===== src/rtl/dram_ctl_defines.vh =====
// timing constants and field layout for the strobe-interface dram controller
`ifndef DRAM_CTL_DEFINES_VH
`define DRAM_CTL_DEFINES_VH
`define CLK_PERIOD_PS        8000
`define ROW_BITS             8
`define COL_BITS             6
`define DATA_BITS            4
`define ROW_COUNT            256
// times in ns (or us / ms where named)
`define RAS_MIN_NS           100
`define RAS_MAX_NS           10000
`define CAS_MIN_NS           60
`define ROW_PRECHARGE_NS     50
`define ROW_TO_COL_NS        15
`define ROW_ACCESS_NS        100
`define COL_ACCESS_NS        60
`define OE_ACCESS_NS         25
`define OE_OFF_NS            20
`define REFRESH_PERIOD_MS    4
`define POWERUP_WAIT_US      500
`define INIT_CYCLES          8
// derived cycle counts: least times round up, longest round down
`define CYC_UP(ns)           ((((ns) * 1000) + `CLK_PERIOD_PS - 1) / `CLK_PERIOD_PS)
`define CYC_DN(ns)           (((ns) * 1000) / `CLK_PERIOD_PS)
`define RAS_MIN_CYC          `CYC_UP(`RAS_MIN_NS)
`define RAS_MAX_CYC          `CYC_DN(`RAS_MAX_NS)
`define CAS_MIN_CYC          `CYC_UP(`CAS_MIN_NS)
`define ROW_PRECHARGE_CYC    `CYC_UP(`ROW_PRECHARGE_NS)
`define ROW_TO_COL_CYC       `CYC_UP(`ROW_TO_COL_NS)
`define ROW_ACCESS_CYC       `CYC_UP(`ROW_ACCESS_NS)
`define COL_ACCESS_CYC       `CYC_UP(`COL_ACCESS_NS)
`define OE_ACCESS_CYC        `CYC_UP(`OE_ACCESS_NS)
`define OE_OFF_CYC           `CYC_UP(`OE_OFF_NS)
`define POWERUP_WAIT_CYC     `CYC_UP(`POWERUP_WAIT_US * 1000)
// refresh interval: 256 rows per period, rounded down so none is late;
// divide by the row count first so the product stays inside 32 bits
`define REFRESH_INTERVAL_CYC `CYC_DN(`REFRESH_PERIOD_MS * 1000000 / `ROW_COUNT)
`endif


===== src/rtl/refresh_timer.v =====
// periodic refresh request timer with sticky pending flag
`timescale 1ns/10ps
module refresh_timer #(
  parameter INTERVAL = 1953
) (
  input  wire clk_i,
  input  wire rst_b_i,
  input  wire ce_i,
  input  wire run_i,
  input  wire taken_i,
  output wire pending_o
);
  reg [15:0] count_reg;
  reg        pending_reg;

  // one request per interval; a new tick wins over a same-cycle take
  always @(posedge clk_i) begin
    if (!rst_b_i) begin
      count_reg   <= 16'h0000;
      pending_reg <= 1'b0;
    end else if (ce_i && run_i) begin
      if (count_reg == INTERVAL[15:0] - 16'h0001) begin
        count_reg   <= 16'h0000;
        pending_reg <= 1'b1;
      end else begin
        count_reg <= count_reg + 16'h0001;
        if (taken_i)
          pending_reg <= 1'b0;
      end
    end
  end

  assign pending_o = pending_reg;
endmodule


===== src/rtl/dram_strobe_ctrl.v =====
// host-side controller driving a 16k x 4 multiplexed-strobe dram
`timescale 1ns/10ps
`include "dram_ctl_defines.vh"
module dram_strobe_ctrl #(
  parameter POWERUP_WAIT = `POWERUP_WAIT_CYC,
  parameter REFRESH_INT  = `REFRESH_INTERVAL_CYC
) (
  input  wire                    clk_i,
  input  wire                    rst_b_i,
  input  wire                    ce_i,
  input  wire                    req_valid_i,
  input  wire                    req_write_i,
  input  wire [13:0]             req_addr_i,
  input  wire [`DATA_BITS-1:0]   req_wdata_i,
  output wire                    req_ready_o,
  output reg                     rsp_valid_o,
  output reg  [`DATA_BITS-1:0]   rsp_rdata_o,
  output wire                    init_done_o,
  output reg                     ras_b_o,
  output reg                     cas_b_o,
  output reg                     we_b_o,
  output reg                     oe_b_o,
  output reg  [`ROW_BITS-1:0]    addr_o,
  output reg  [`DATA_BITS-1:0]   dq_o,
  output reg                     dq_oe_o,
  input  wire [`DATA_BITS-1:0]   dq_i
);
  localparam S_POWERUP = 3'h0;
  localparam S_IDLE    = 3'h1;
  localparam S_ROW     = 3'h2;
  localparam S_COL     = 3'h3;
  localparam S_CBR     = 3'h4;
  localparam S_CBR_RAS = 3'h5;
  localparam S_PRECHG  = 3'h6;

  // read sample point must cover row access and column access after cas
  localparam RD_WAIT = (`ROW_ACCESS_CYC > `ROW_TO_COL_CYC + `COL_ACCESS_CYC) ?
                       `ROW_ACCESS_CYC - `ROW_TO_COL_CYC : `COL_ACCESS_CYC;
  localparam COL_HOLD = (RD_WAIT + 1 > `CAS_MIN_CYC) ? RD_WAIT + 1 : `CAS_MIN_CYC;
  // init cycle count at the width of its down counter
  localparam [3:0] INIT_LEFT = `INIT_CYCLES;

  // timer counts down to one; zero means no wait is pending
  reg [2:0]  state_reg;
  reg [19:0] timer_reg;
  reg [3:0]  init_left_reg;
  reg        init_done_reg;
  reg        is_write_reg;
  reg [13:0] addr_reg;
  reg [`DATA_BITS-1:0] wdata_reg;
  wire       refresh_pending;
  wire       refresh_taken;

  // narrows an integer cycle count to the timer width
  function [19:0] cyc20;
    input integer n;
    begin
      cyc20 = n[19:0];
    end
  endfunction

  // ticks start once init is done, so init cycles are not counted twice
  refresh_timer #(
    .INTERVAL (REFRESH_INT)
  ) u_refresh_timer (
    .clk_i     (clk_i),
    .rst_b_i   (rst_b_i),
    .ce_i      (ce_i),
    .run_i     (init_done_reg),
    .taken_i   (refresh_taken),
    .pending_o (refresh_pending)
  );

  // refresh takes priority over a waiting request
  assign refresh_taken = (state_reg == S_IDLE) && refresh_pending && ce_i;
  // ready drops while frozen so a request is never reported taken then lost
  assign req_ready_o   = (state_reg == S_IDLE) && init_done_reg && !refresh_pending && ce_i;
  assign init_done_o   = init_done_reg;

  // main strobe sequencer
  always @(posedge clk_i) begin
    if (!rst_b_i) begin
      state_reg     <= S_POWERUP;
      timer_reg     <= 20'h00000;
      init_left_reg <= 4'h0;
      init_done_reg <= 1'b0;
      is_write_reg  <= 1'b0;
      addr_reg      <= 14'h0000;
      wdata_reg     <= 4'h0;
      ras_b_o       <= 1'b1;
      cas_b_o       <= 1'b1;
      we_b_o        <= 1'b1;
      oe_b_o        <= 1'b1;
      addr_o        <= 8'h00;
      dq_o          <= 4'h0;
      dq_oe_o       <= 1'b0;
      rsp_valid_o   <= 1'b0;
      rsp_rdata_o   <= 4'h0;
    end else if (ce_i) begin
      rsp_valid_o <= 1'b0;
      if (timer_reg != 20'h00000)
        timer_reg <= timer_reg - 20'h00001;
      case (state_reg)
        // power-up pause, then eight cbr cycles as init
        S_POWERUP: begin
          if (timer_reg == cyc20(1) || POWERUP_WAIT <= 1) begin
            init_left_reg <= INIT_LEFT;
            state_reg     <= S_IDLE;
            timer_reg     <= 20'h00000;
          end else if (timer_reg == 20'h00000) begin
            timer_reg <= cyc20(POWERUP_WAIT);
          end
        end
        S_IDLE: begin
          // refresh and init cycles go before any waiting request
          if (init_left_reg != 4'h0 || refresh_pending) begin
            // cas falls first: internal counter row, no selection
            cas_b_o   <= 1'b0;
            oe_b_o    <= 1'b1; // no read output is held over a refresh
            dq_oe_o   <= 1'b0;
            timer_reg <= cyc20(1);
            state_reg <= S_CBR;
          end else if (req_valid_i && init_done_reg) begin
            is_write_reg <= req_write_i;
            addr_reg     <= req_addr_i;
            wdata_reg    <= req_wdata_i;
            // row address on all eight pins with cas high
            addr_o       <= req_addr_i[13:6];
            ras_b_o      <= 1'b0;
            we_b_o       <= !req_write_i; // early write set before cas
            oe_b_o       <= 1'b1;
            dq_o         <= req_wdata_i;
            dq_oe_o      <= req_write_i; // released for reads
            timer_reg    <= cyc20(`ROW_TO_COL_CYC);
            state_reg    <= S_ROW;
          end
        end
        S_ROW: begin
          // column bits sit on pins one to six
          addr_o <= {1'b0, addr_reg[5:0], 1'b0};
          if (timer_reg <= cyc20(1)) begin
            cas_b_o   <= 1'b0; // overlapped row-then-column
            oe_b_o    <= is_write_reg; // read: oe low, we high
            timer_reg <= cyc20(COL_HOLD);
            state_reg <= S_COL;
          end
        end
        S_COL: begin
          // sample after row, column and oe access times
          if (!is_write_reg && timer_reg == cyc20(COL_HOLD - RD_WAIT))
            rsp_rdata_o <= dq_i;
          // both strobes and oe rise together at the end of the access
          if (timer_reg <= cyc20(1) && timer_reg >= cyc20(0)) begin
            if (timer_reg == cyc20(1) || timer_reg == 20'h00000) begin
              ras_b_o     <= 1'b1;
              cas_b_o     <= 1'b1;
              oe_b_o      <= 1'b1; // turn output off, no hold-over
              we_b_o      <= 1'b1;
              dq_oe_o     <= 1'b0;
              rsp_valid_o <= 1'b1;
              // extra cycles let the read buffer turn off before pins turn round
              timer_reg   <= cyc20(`ROW_PRECHARGE_CYC + `OE_OFF_CYC);
              state_reg   <= S_PRECHG;
            end
          end
        end
        S_CBR: begin
          // cas leads ras by one cycle, so the internal counter row is used
          if (timer_reg <= cyc20(1)) begin
            ras_b_o   <= 1'b0;
            timer_reg <= cyc20(`RAS_MIN_CYC);
            state_reg <= S_CBR_RAS;
          end
        end
        S_CBR_RAS: begin
          // ras low within 10k ns limit, cbr needs no address
          if (timer_reg <= cyc20(1)) begin
            ras_b_o   <= 1'b1;
            cas_b_o   <= 1'b1;
            timer_reg <= cyc20(`ROW_PRECHARGE_CYC);
            if (init_left_reg != 4'h0) begin
              init_left_reg <= init_left_reg - 4'h1;
              if (init_left_reg == 4'h1)
                init_done_reg <= 1'b1;
            end
            state_reg <= S_PRECHG;
          end
        end
        S_PRECHG: begin
          // ras high for full precharge before the next cycle
          if (timer_reg <= cyc20(1))
            state_reg <= S_IDLE;
        end
        // unused codes fall back to idle rather than hang
        default: begin
          state_reg <= S_IDLE;
        end
      endcase
    end
  end
endmodule


===== config.mk =====
export PLATFORM = sky130hd
export DESIGN_NAME = dram_strobe_ctrl
export DESIGN_NICKNAME = d
export VERILOG_FILES = /design/src/rtl/refresh_timer.v /design/src/rtl/dram_strobe_ctrl.v
export VERILOG_INCLUDE_DIRS = /design/src /design/src/rtl
export SDC_FILE = /design/constraint.sdc
export NUM_CORES = 1
export LEC_CHECK = 0
export BUFFER_PORTS_ARGS = -buffer_cell sky130_fd_sc_hd__buf_4
export CORE_ASPECT_RATIO = 0.5
export CORE_MARGIN = 5
export CORE_UTILIZATION = 45
export DETAILED_ROUTE_END_ITERATION = 8
export PLACE_DENSITY = 0.71
export SLEW_MARGIN = 5
export SYNTH_ARGS = -nofsm -noshare
export SYNTH_HDL_FRONTEND = slang
export SYNTH_HIERARCHICAL = 1
export SYNTH_SLANG_ARGS = --single-unit
export TNS_END_PERCENT = 100

===== constraint.sdc =====
create_clock -name clk_i -period 2.8 [get_ports clk_i]
set_input_delay 0.56 -clock clk_i [delete_from_list [all_inputs] [get_ports clk_i]]
set_output_delay 0.56 -clock clk_i [all_outputs]
set_load 0.1 [all_outputs]

# Word-level counts from Yosys, hierarchy flattened
# Cells that the tools add are included.
# totals
ff_bits,74
latch_bits,0
ram_bits,0
mem_bits_ro,0
in_bits,27
output_inout_bits,24
memories,0
# op_classes
n_addsub,3
multipliers,0
n_div,0
order_cmp,2
eq_ne,21
shifts,0
mux,55
bitwise,1
n_reduce_logical,37
# ops
op,n
20-bit two-way mux,10
20-bit case mux with 6 select lines,1
3-bit two-way mux,9
1-bit two-way mux,21
3-bit case mux with 7 select lines,1
"20-bit by 1-bit equality test with 1-bit output, second input constant",1
"20-bit by 1-bit >= comparator with 1-bit output, second input constant",1
"20-bit by 1-bit less-or-equal comparator with 1-bit output, second input constant",1
20-bit logical NOT,1
20-bit nonzero test,1
"20-bit by 1-bit subtractor with 20-bit output, second input constant",1
"2-bit != test, second input constant",9
"16-bit by 1-bit adder with 16-bit output, second input constant",1
"16-bit by 11-bit equality test with 1-bit output, second input constant",1
16-bit two-way mux,1
8-bit two-way mux,2
8-bit case mux with 2 select lines,1
5-bit AND reduction,3
4-bit two-way mux,3
6-bit AND reduction,2
4-bit nonzero test,3
"3-bit equality test, second input constant",3
1-bit logical AND,9
9-bit AND reduction,1
21 further kinds,32

# Logic depth before layout (Yosys ltp)
# Gate-level depths: netlist (run 1).
# logic_depth
depth_word,5
depth_mapped,9

# Cells and area by module
# Netlist (run 1), hierarchy kept.
# by_module_without_submodules
mod,instances,cells_each,area_each_um2,seq_area_each_um2
dram_strobe_ctrl,1,412,3315.7,1141.1
refresh_timer,1,96,807.0,340.3

# Least setup slack after synthesis (run 1)
# OpenSTA, ideal clock, no wires.
# synth_timing
kind,register -> output
start,register init_done_reg (netlist: init_done_o)
end,output port req_ready_o
arrival_time_ns,4.246
required_ns,2.240
path_slack_ns,-2.006
path_stages_with_launch,2
path_cell_list,dfxtp_1 -> nor4b_1
# synth_via
elab_chain_len,3
# synth_rtl
item,line,source
"start, declared",dram_strobe_ctrl.v:47,reg init_done_reg;
"start signal, assigned",dram_strobe_ctrl.v:86,init_done_reg <= 1'b0;
"start signal, assigned",dram_strobe_ctrl.v:184,init_done_reg <= 1'b1;
1-bit logical AND (3 in a row),dram_strobe_ctrl.v:77,assign req_ready_o = (state_reg == S_IDLE) && init_done_reg && !refresh_pending && ce_i;
"end, declared",dram_strobe_ctrl.v:15,"output wire req_ready_o,"
# Every way passes these cells.

# Final worst setup path (run 1)
# layout_timing
start,register state_reg[0]
end,output port req_ready_o
# layout_via
elab_chain_len,4
# layout_rtl
item,line,source
"start, declared",dram_strobe_ctrl.v:44,reg [2:0] state_reg;
"start signal, assigned",dram_strobe_ctrl.v:83,state_reg <= S_POWERUP;
"start signal, assigned",dram_strobe_ctrl.v:108,state_reg <= S_IDLE;
"start signal, assigned",dram_strobe_ctrl.v:122,state_reg <= S_CBR;
3-bit by 1-bit equality test with 1-bit output,dram_strobe_ctrl.v:77,
1-bit logical AND (3 in a row),dram_strobe_ctrl.v:77,
# Every way passes these cells.

==> reports/metrics.csv, run 1 <==
metric,value,unit
outcome,completed,
design.core.area,8830,um^2
r2r-end,timer_reg[14],
grt_overflow,0,
yosys.cell_types.count,63,
clock_latency,0.34,ns
cp-start-kind,register,
fin_total_pwr,5.09,mW
finalClockSkew,0.00833,ns
n_antenna_cell,0,
vdd_drop_max,0.682,mV
finalCritPeriodShare,92.5,%
drtIter0Drc,430,
setup_viol,0,
wire_per_inst,16.4,um
syn_area_per_cell,8.12,um^2
cts-root-buf,clkbuf_16,
ys.flop_type,dfxtp_1,
cp.required,2.24,ns
drv_cap,0,
rsz0062_at_grt,false,
route.detailed.drc,0,
io_pins,51,
hold_buffers,0,
yosysTopAreaCell,dfxtp_1,
place_ws,0.371,ns
n_fill_cell,842,
cp-end-kind,output port,
r2r_cells,8,
fin_ws,0.210,ns
r2r_start,timer_reg[0],
maxSlewViolCount,0,
totalWireLength,11000,um
synth_edf_count,0,
synthTopCellsByArea,"dfxtp_1 36%, nor2_1 5.7%, mux2i_1 4.6%, nand2_1 4.0%, xnor2_1 3.4%",
cts_num_sinks,74,
largest_reg_flops,20,
cp.arrival,2.03,ns
worst_pin_slew,0.588,ns
cts_buffers,9,
vias,4034,
hold_violations,0,
max_slew_margin,60.7,%
gp_congestion,0.982,
min_period,2.59,ns
p_leak,1.78,nW
cts_tree,yes,
portBuffers,50,
grt_pass1_vias,3698,
critPathKind,reg2out,
area_delta_synth_final,19.7,%
post_cts_buffers,0,
cts-root-to-sink-buffers,2,
power.density,1030,nW/um^2
path_clk_slew,0.06,ns
drtPass1Iterations,5,
htree_levels,3,
drive_above_1_share,17.6,%
antenna_found_initial,0,
ys_ff_latch,74,
fp-row-count,24,
worstPathMaxFanout,10,
setup_tns,0,ns
grt_pass1_wl,18400,um
vias_per_cell,5.98,
max_freq,386,MHz
nNetsFinal,590,
dieArea,11300,um^2
grt_max_degree,26,
synth_nets,543,
crit_end,req_ready_o,
synth.cell_area,4120,um^2
hold_path_class,in2reg,
die_x,145,um
grt_usage,19.5,%
synth_top_area_share,35.9,%
synth_warnings,6,
ant_nets,0,
hpwlAfterDp,7890,um
postSynthCellCount,508,
initial_core_util,46.7,%
yosysSeqAreaShare,35.9,%
critPathLaunch,state_reg[0],
chipHeight,77.7,um
synthArstFlopShare,0,%
r2r_setup_slack,0.33,ns
cts_resized,0,
critical path: stages, from the launching register on:
cell	delay, ns
dfxtp_1	0.54
or3b_2	0.60
nor4b_4	0.23
buf_4	0.32
placed cells by master (no fill, tap or decap), types with 4 or more instances in the layout:
cell type   n
or4_1       9
nand3_1    17
nand2_1    44
nor4_1     10
mux2i_1    19
o31ai_1    11
o21ai_0    22
ha_1        8
clkbuf_16   9
o2111ai_1   4
nor2_1     63
a31oi_1     8
dfxtp_1    73
or3_1       4
a211oi_1    9
nand4_1    13
xnor2_1    16
nor2b_1     5
nor3_1     15
o211ai_1   13
buf_4      65
a21oi_1    27
and3_1      5
a311oi_1    6
inv_1      19
where the power goes:
group          total, mW  leakage (nW)  switching (mW)  internal [mW]
logic               2.52          1.05            1.61          0.913
clock network       1.13         0.129           0.448          0.677
registers           1.44         0.599           0.230           1.21
total               5.09          1.78            2.29           2.80
layout make-up:
cell class                      count  area (um^2)  area share (%)
Clock buffer                        9          225            4.57
Multi-Input combinational cell    385         2460            49.8
Timing Repair Buffer               65          488            9.89
Inverter                           20         75.1            1.52
Clock inverter                      5         57.6            1.17
Sequential cell                    74         1480            30.1
Tap cell                          117          146            2.97
stage by stage:
step	instances	hold slack (ns)	cell area (um^2)	utilization, %
floorplan	508	0.454	4140	-
global placement	661	0.452	4650	52.7
detailed placement	661	0.462	4650	52.7
CTS	675	0.452	4930	55.9
global route	675	0.456	4930	55.9
finish	675	0.457	4930	55.9
worst min-delay path by stage:
stage,startpoint,to,depth (start not counted)
6_report,req_addr_i[4],addr_reg[4],3
5_1_grt,req_addr_i[0],addr_reg[0],3
4_1_cts,req_addr_i[4],addr_reg[4],3
3_5_place_dp,rsp_valid_o,rsp_valid_o,2
3_3_place_gp,rsp_valid_o,rsp_valid_o,2
2_1_floorplan,addr_reg[2],addr_o[3],2
logic make-up (layout without fill, tap and decap cells):
logic type	after synthesis	count (layout)	synth area share (%)
buffers and inverters	49	99	4.79
AND/OR/NAND/NOR	211	211	26.8
AO/OA/AOI/OAI	127	127	21.1
flip-flops	74	74	35.9
adder cells (fa/ha/maj)	8	8	2.43
multiplexers	20	20	4.89
XOR/XNOR	19	19	4.04
cells in the mapped netlist (4+ instances only):
cell type,count
buf_2,4
nor2_1,63
nor3_1,15
or3_1,4
a311oi_1,6
mux2i_1,19
o2111ai_1,4
dfxtp_1,74
o21ai_0,22
nand2_1,44
a31oi_1,8
o211ai_1,13
o31ai_1,11
nor4_1,10
nand3_1,17
nor2b_1,5
or4_1,9
nor4b_1,4
ha_1,8
a211oi_1,9
xnor2_1,16
inv_1,19
clkbuf_1,22
nand4_1,13
and3_1,5
a21oi_1,27
metal layers:
layer / routed length, um / share of wire, % / up-vias / GRT usage, %
met5: 0 / 0 / - / 0
met2: 4780 / 43 / 165 / 30.5
met1: 5190 / 47 / 1876 / 26.2
met4: 156 / 1.4 / 0 / 5.59
li1: - / - / 1977 / -
met3: 907 / 8.2 / 16 / 6.05
Note: power is estimated with default switching activity, not from simulation.
==> run 2: changes to the inputs <==
- clock period: 2.8 -> 3.3 ns (I/O delays scaled with it)
==> run 2 against run 1 <==
  * Clock power decreased by 18%
  * Non-clock buffer count decreased by 5
  * Core utilization decreased by 0.44 points
  * Count of clock-buffer cells in the layout increased by 2
  * Critical endpoint unchanged
  * Clock skew decreased by 0.00086 ns
  * Final cell count decreased by 0.44%
==> reports/metrics.csv, run 2 (synthesis gave the netlist of run 1 again) <==
metric,value,unit
max_freq,350,MHz
rsz0062_at_grt,false,
crit_end,req_ready_o,
clock_latency,0.33,ns
r2r-end,timer_reg[18],
area_delta_synth_final,18.7,%
maxSlewViolCount,0,
n_antenna_cell,0,
finish.utilization,55.4,%
setup_tns,0,ns
cts_resized,0,
cts_buffers,9,
critPathLaunch,state_reg[0],
antenna_found_initial,0,
cts-root-to-sink-buffers,2,
final_cell_mix,"74 x dfxtp_1, 63 x nor2_1, 60 x buf_4",
drtPass1Iterations,5,
grt_overflow,0,
drtIter0Drc,449,
cts_tree,yes,
p_leak,1.75,nW
hold_path_class,reg2reg,
final_common_cell,dfxtp_1,
fin_ws,0.444,ns
portBuffers,50,
totalWireLength,11100,um
hold_buffers,0,
cp-end-kind,output port,
worstPathMaxFanout,21,
drive_above_1_share,16.8,%
route.detailed.drc,0,
dp.cells,656,
largest_reg_flops,20,
grt_max_degree,38,
r2r_cells,5,
fin_cells,672,
die_x,145,um
fp-row-count,24,
r2r_setup_slack,0.75,ns
wire_per_inst,16.5,um
power.density,872,nW/um^2
dieArea,11300,um^2
cp.required,2.64,ns
ant_nets,0,
cp.arrival,2.20,ns
finalClockSkew,0.00748,ns
design.core.area,8830,um^2
path_clk_slew,0.06,ns
nNetsFinal,585,
io_pins,51,
grt_pass1_wl,18600,um
hpwlAfterDp,7850,um
setup_viol,0,
cts-root-buf,clkbuf_16,
internal_power,2.32,mW
swShare,45.7,%
chipHeight,77.7,um
vias_per_cell,6.09,
pwr-share-comb,49.6,%
cts_num_sinks,74,
switchingPower,1.95,mW
post_cts_buffers,0,
initial_core_util,46.7,%
grt_usage,19.7,%
outcome,completed,
cp-start-kind,register,
r2r_start,timer_reg[14],
place_ws,0.792,ns
finalCritPeriodShare,86.5,%
vias,4091,
seq_power_share,28.7,%
gp_congestion,0.965,
worst_pin_slew,0.721,ns
min_period,2.86,ns
vdd_drop_max,0.464,mV
pwr-share-clk,21.6,%
hold_violations,0,
max_slew_margin,51.6,%
grt_pass1_vias,3818,
htree_levels,3,
drv_cap,0,
critPathKind,reg2out,
==> run 2: power groups by stage <==
stage               registers, mW  logic (mW)  clock network [mW]
detailed placement           1.23        2.07                   0
CTS                          1.22        2.07               0.942
finish                       1.23        2.12               0.923
global route                 1.24        2.33               0.990
floorplan                    1.27        1.50                   0
global placement             1.23        2.05                   0
==> run 2: critical path, cell delays in order, from the launching register on <==
cell	delay, ns
dfxtp_1	0.72
or3b_2	0.59
nor4b_4	0.22
buf_4	0.32
==> run 2: how the worst min path moves through the flow <==
| stage | to | slack (ns) | start | cells after the start |
|---|---|---|---|---|
| 6_report | addr_o[7] | 0.48 | addr_o[7] | 2 |
| 5_1_grt | addr_o[6] | 0.51 | addr_reg[5] | 2 |
| 4_1_cts | addr_o[7] | 0.47 | addr_o[7] | 2 |
| 3_5_place_dp | addr_o[7] | 0.46 | addr_o[7] | 2 |
| 3_3_place_gp | addr_o[7] | 0.46 | addr_o[7] | 2 |
| 2_1_floorplan | addr_o[3] | 0.45 | addr_reg[2] | 2 |
==> run 2: area by class of cell <==
cell class | instances | area [um^2]
Multi-Input combinational cell | 385 | 2460
Inverter | 20 | 75.1
Tap cell | 117 | 146
Timing Repair Buffer | 60 | 450
Fill cell | 857 | 3930
Sequential cell | 74 | 1480
Clock buffer | 11 | 243
Clock inverter | 5 | 40.0
==> run 2: metal layers <==
metal / wire length, um / track usage (%)
met3: 904 / 5.47
met1: 5050 / 26.0
met4: 258 / 7.45
met5: 0 / 0
met2: 4850 / 30.9
==> run 2: through the flow <==
| step | cell area, um^2 | total power [mW] | hold WS, ns |
|---|---|---|---|
| CTS | 4890 | 4.23 | 0.472 |
| floorplan | 4140 | 2.77 | 0.454 |
| finish | 4890 | 4.27 | 0.476 |
| global placement | 4610 | 3.27 | 0.457 |
| detailed placement | 4610 | 3.30 | 0.461 |
| global route | 4890 | 4.56 | 0.515 |
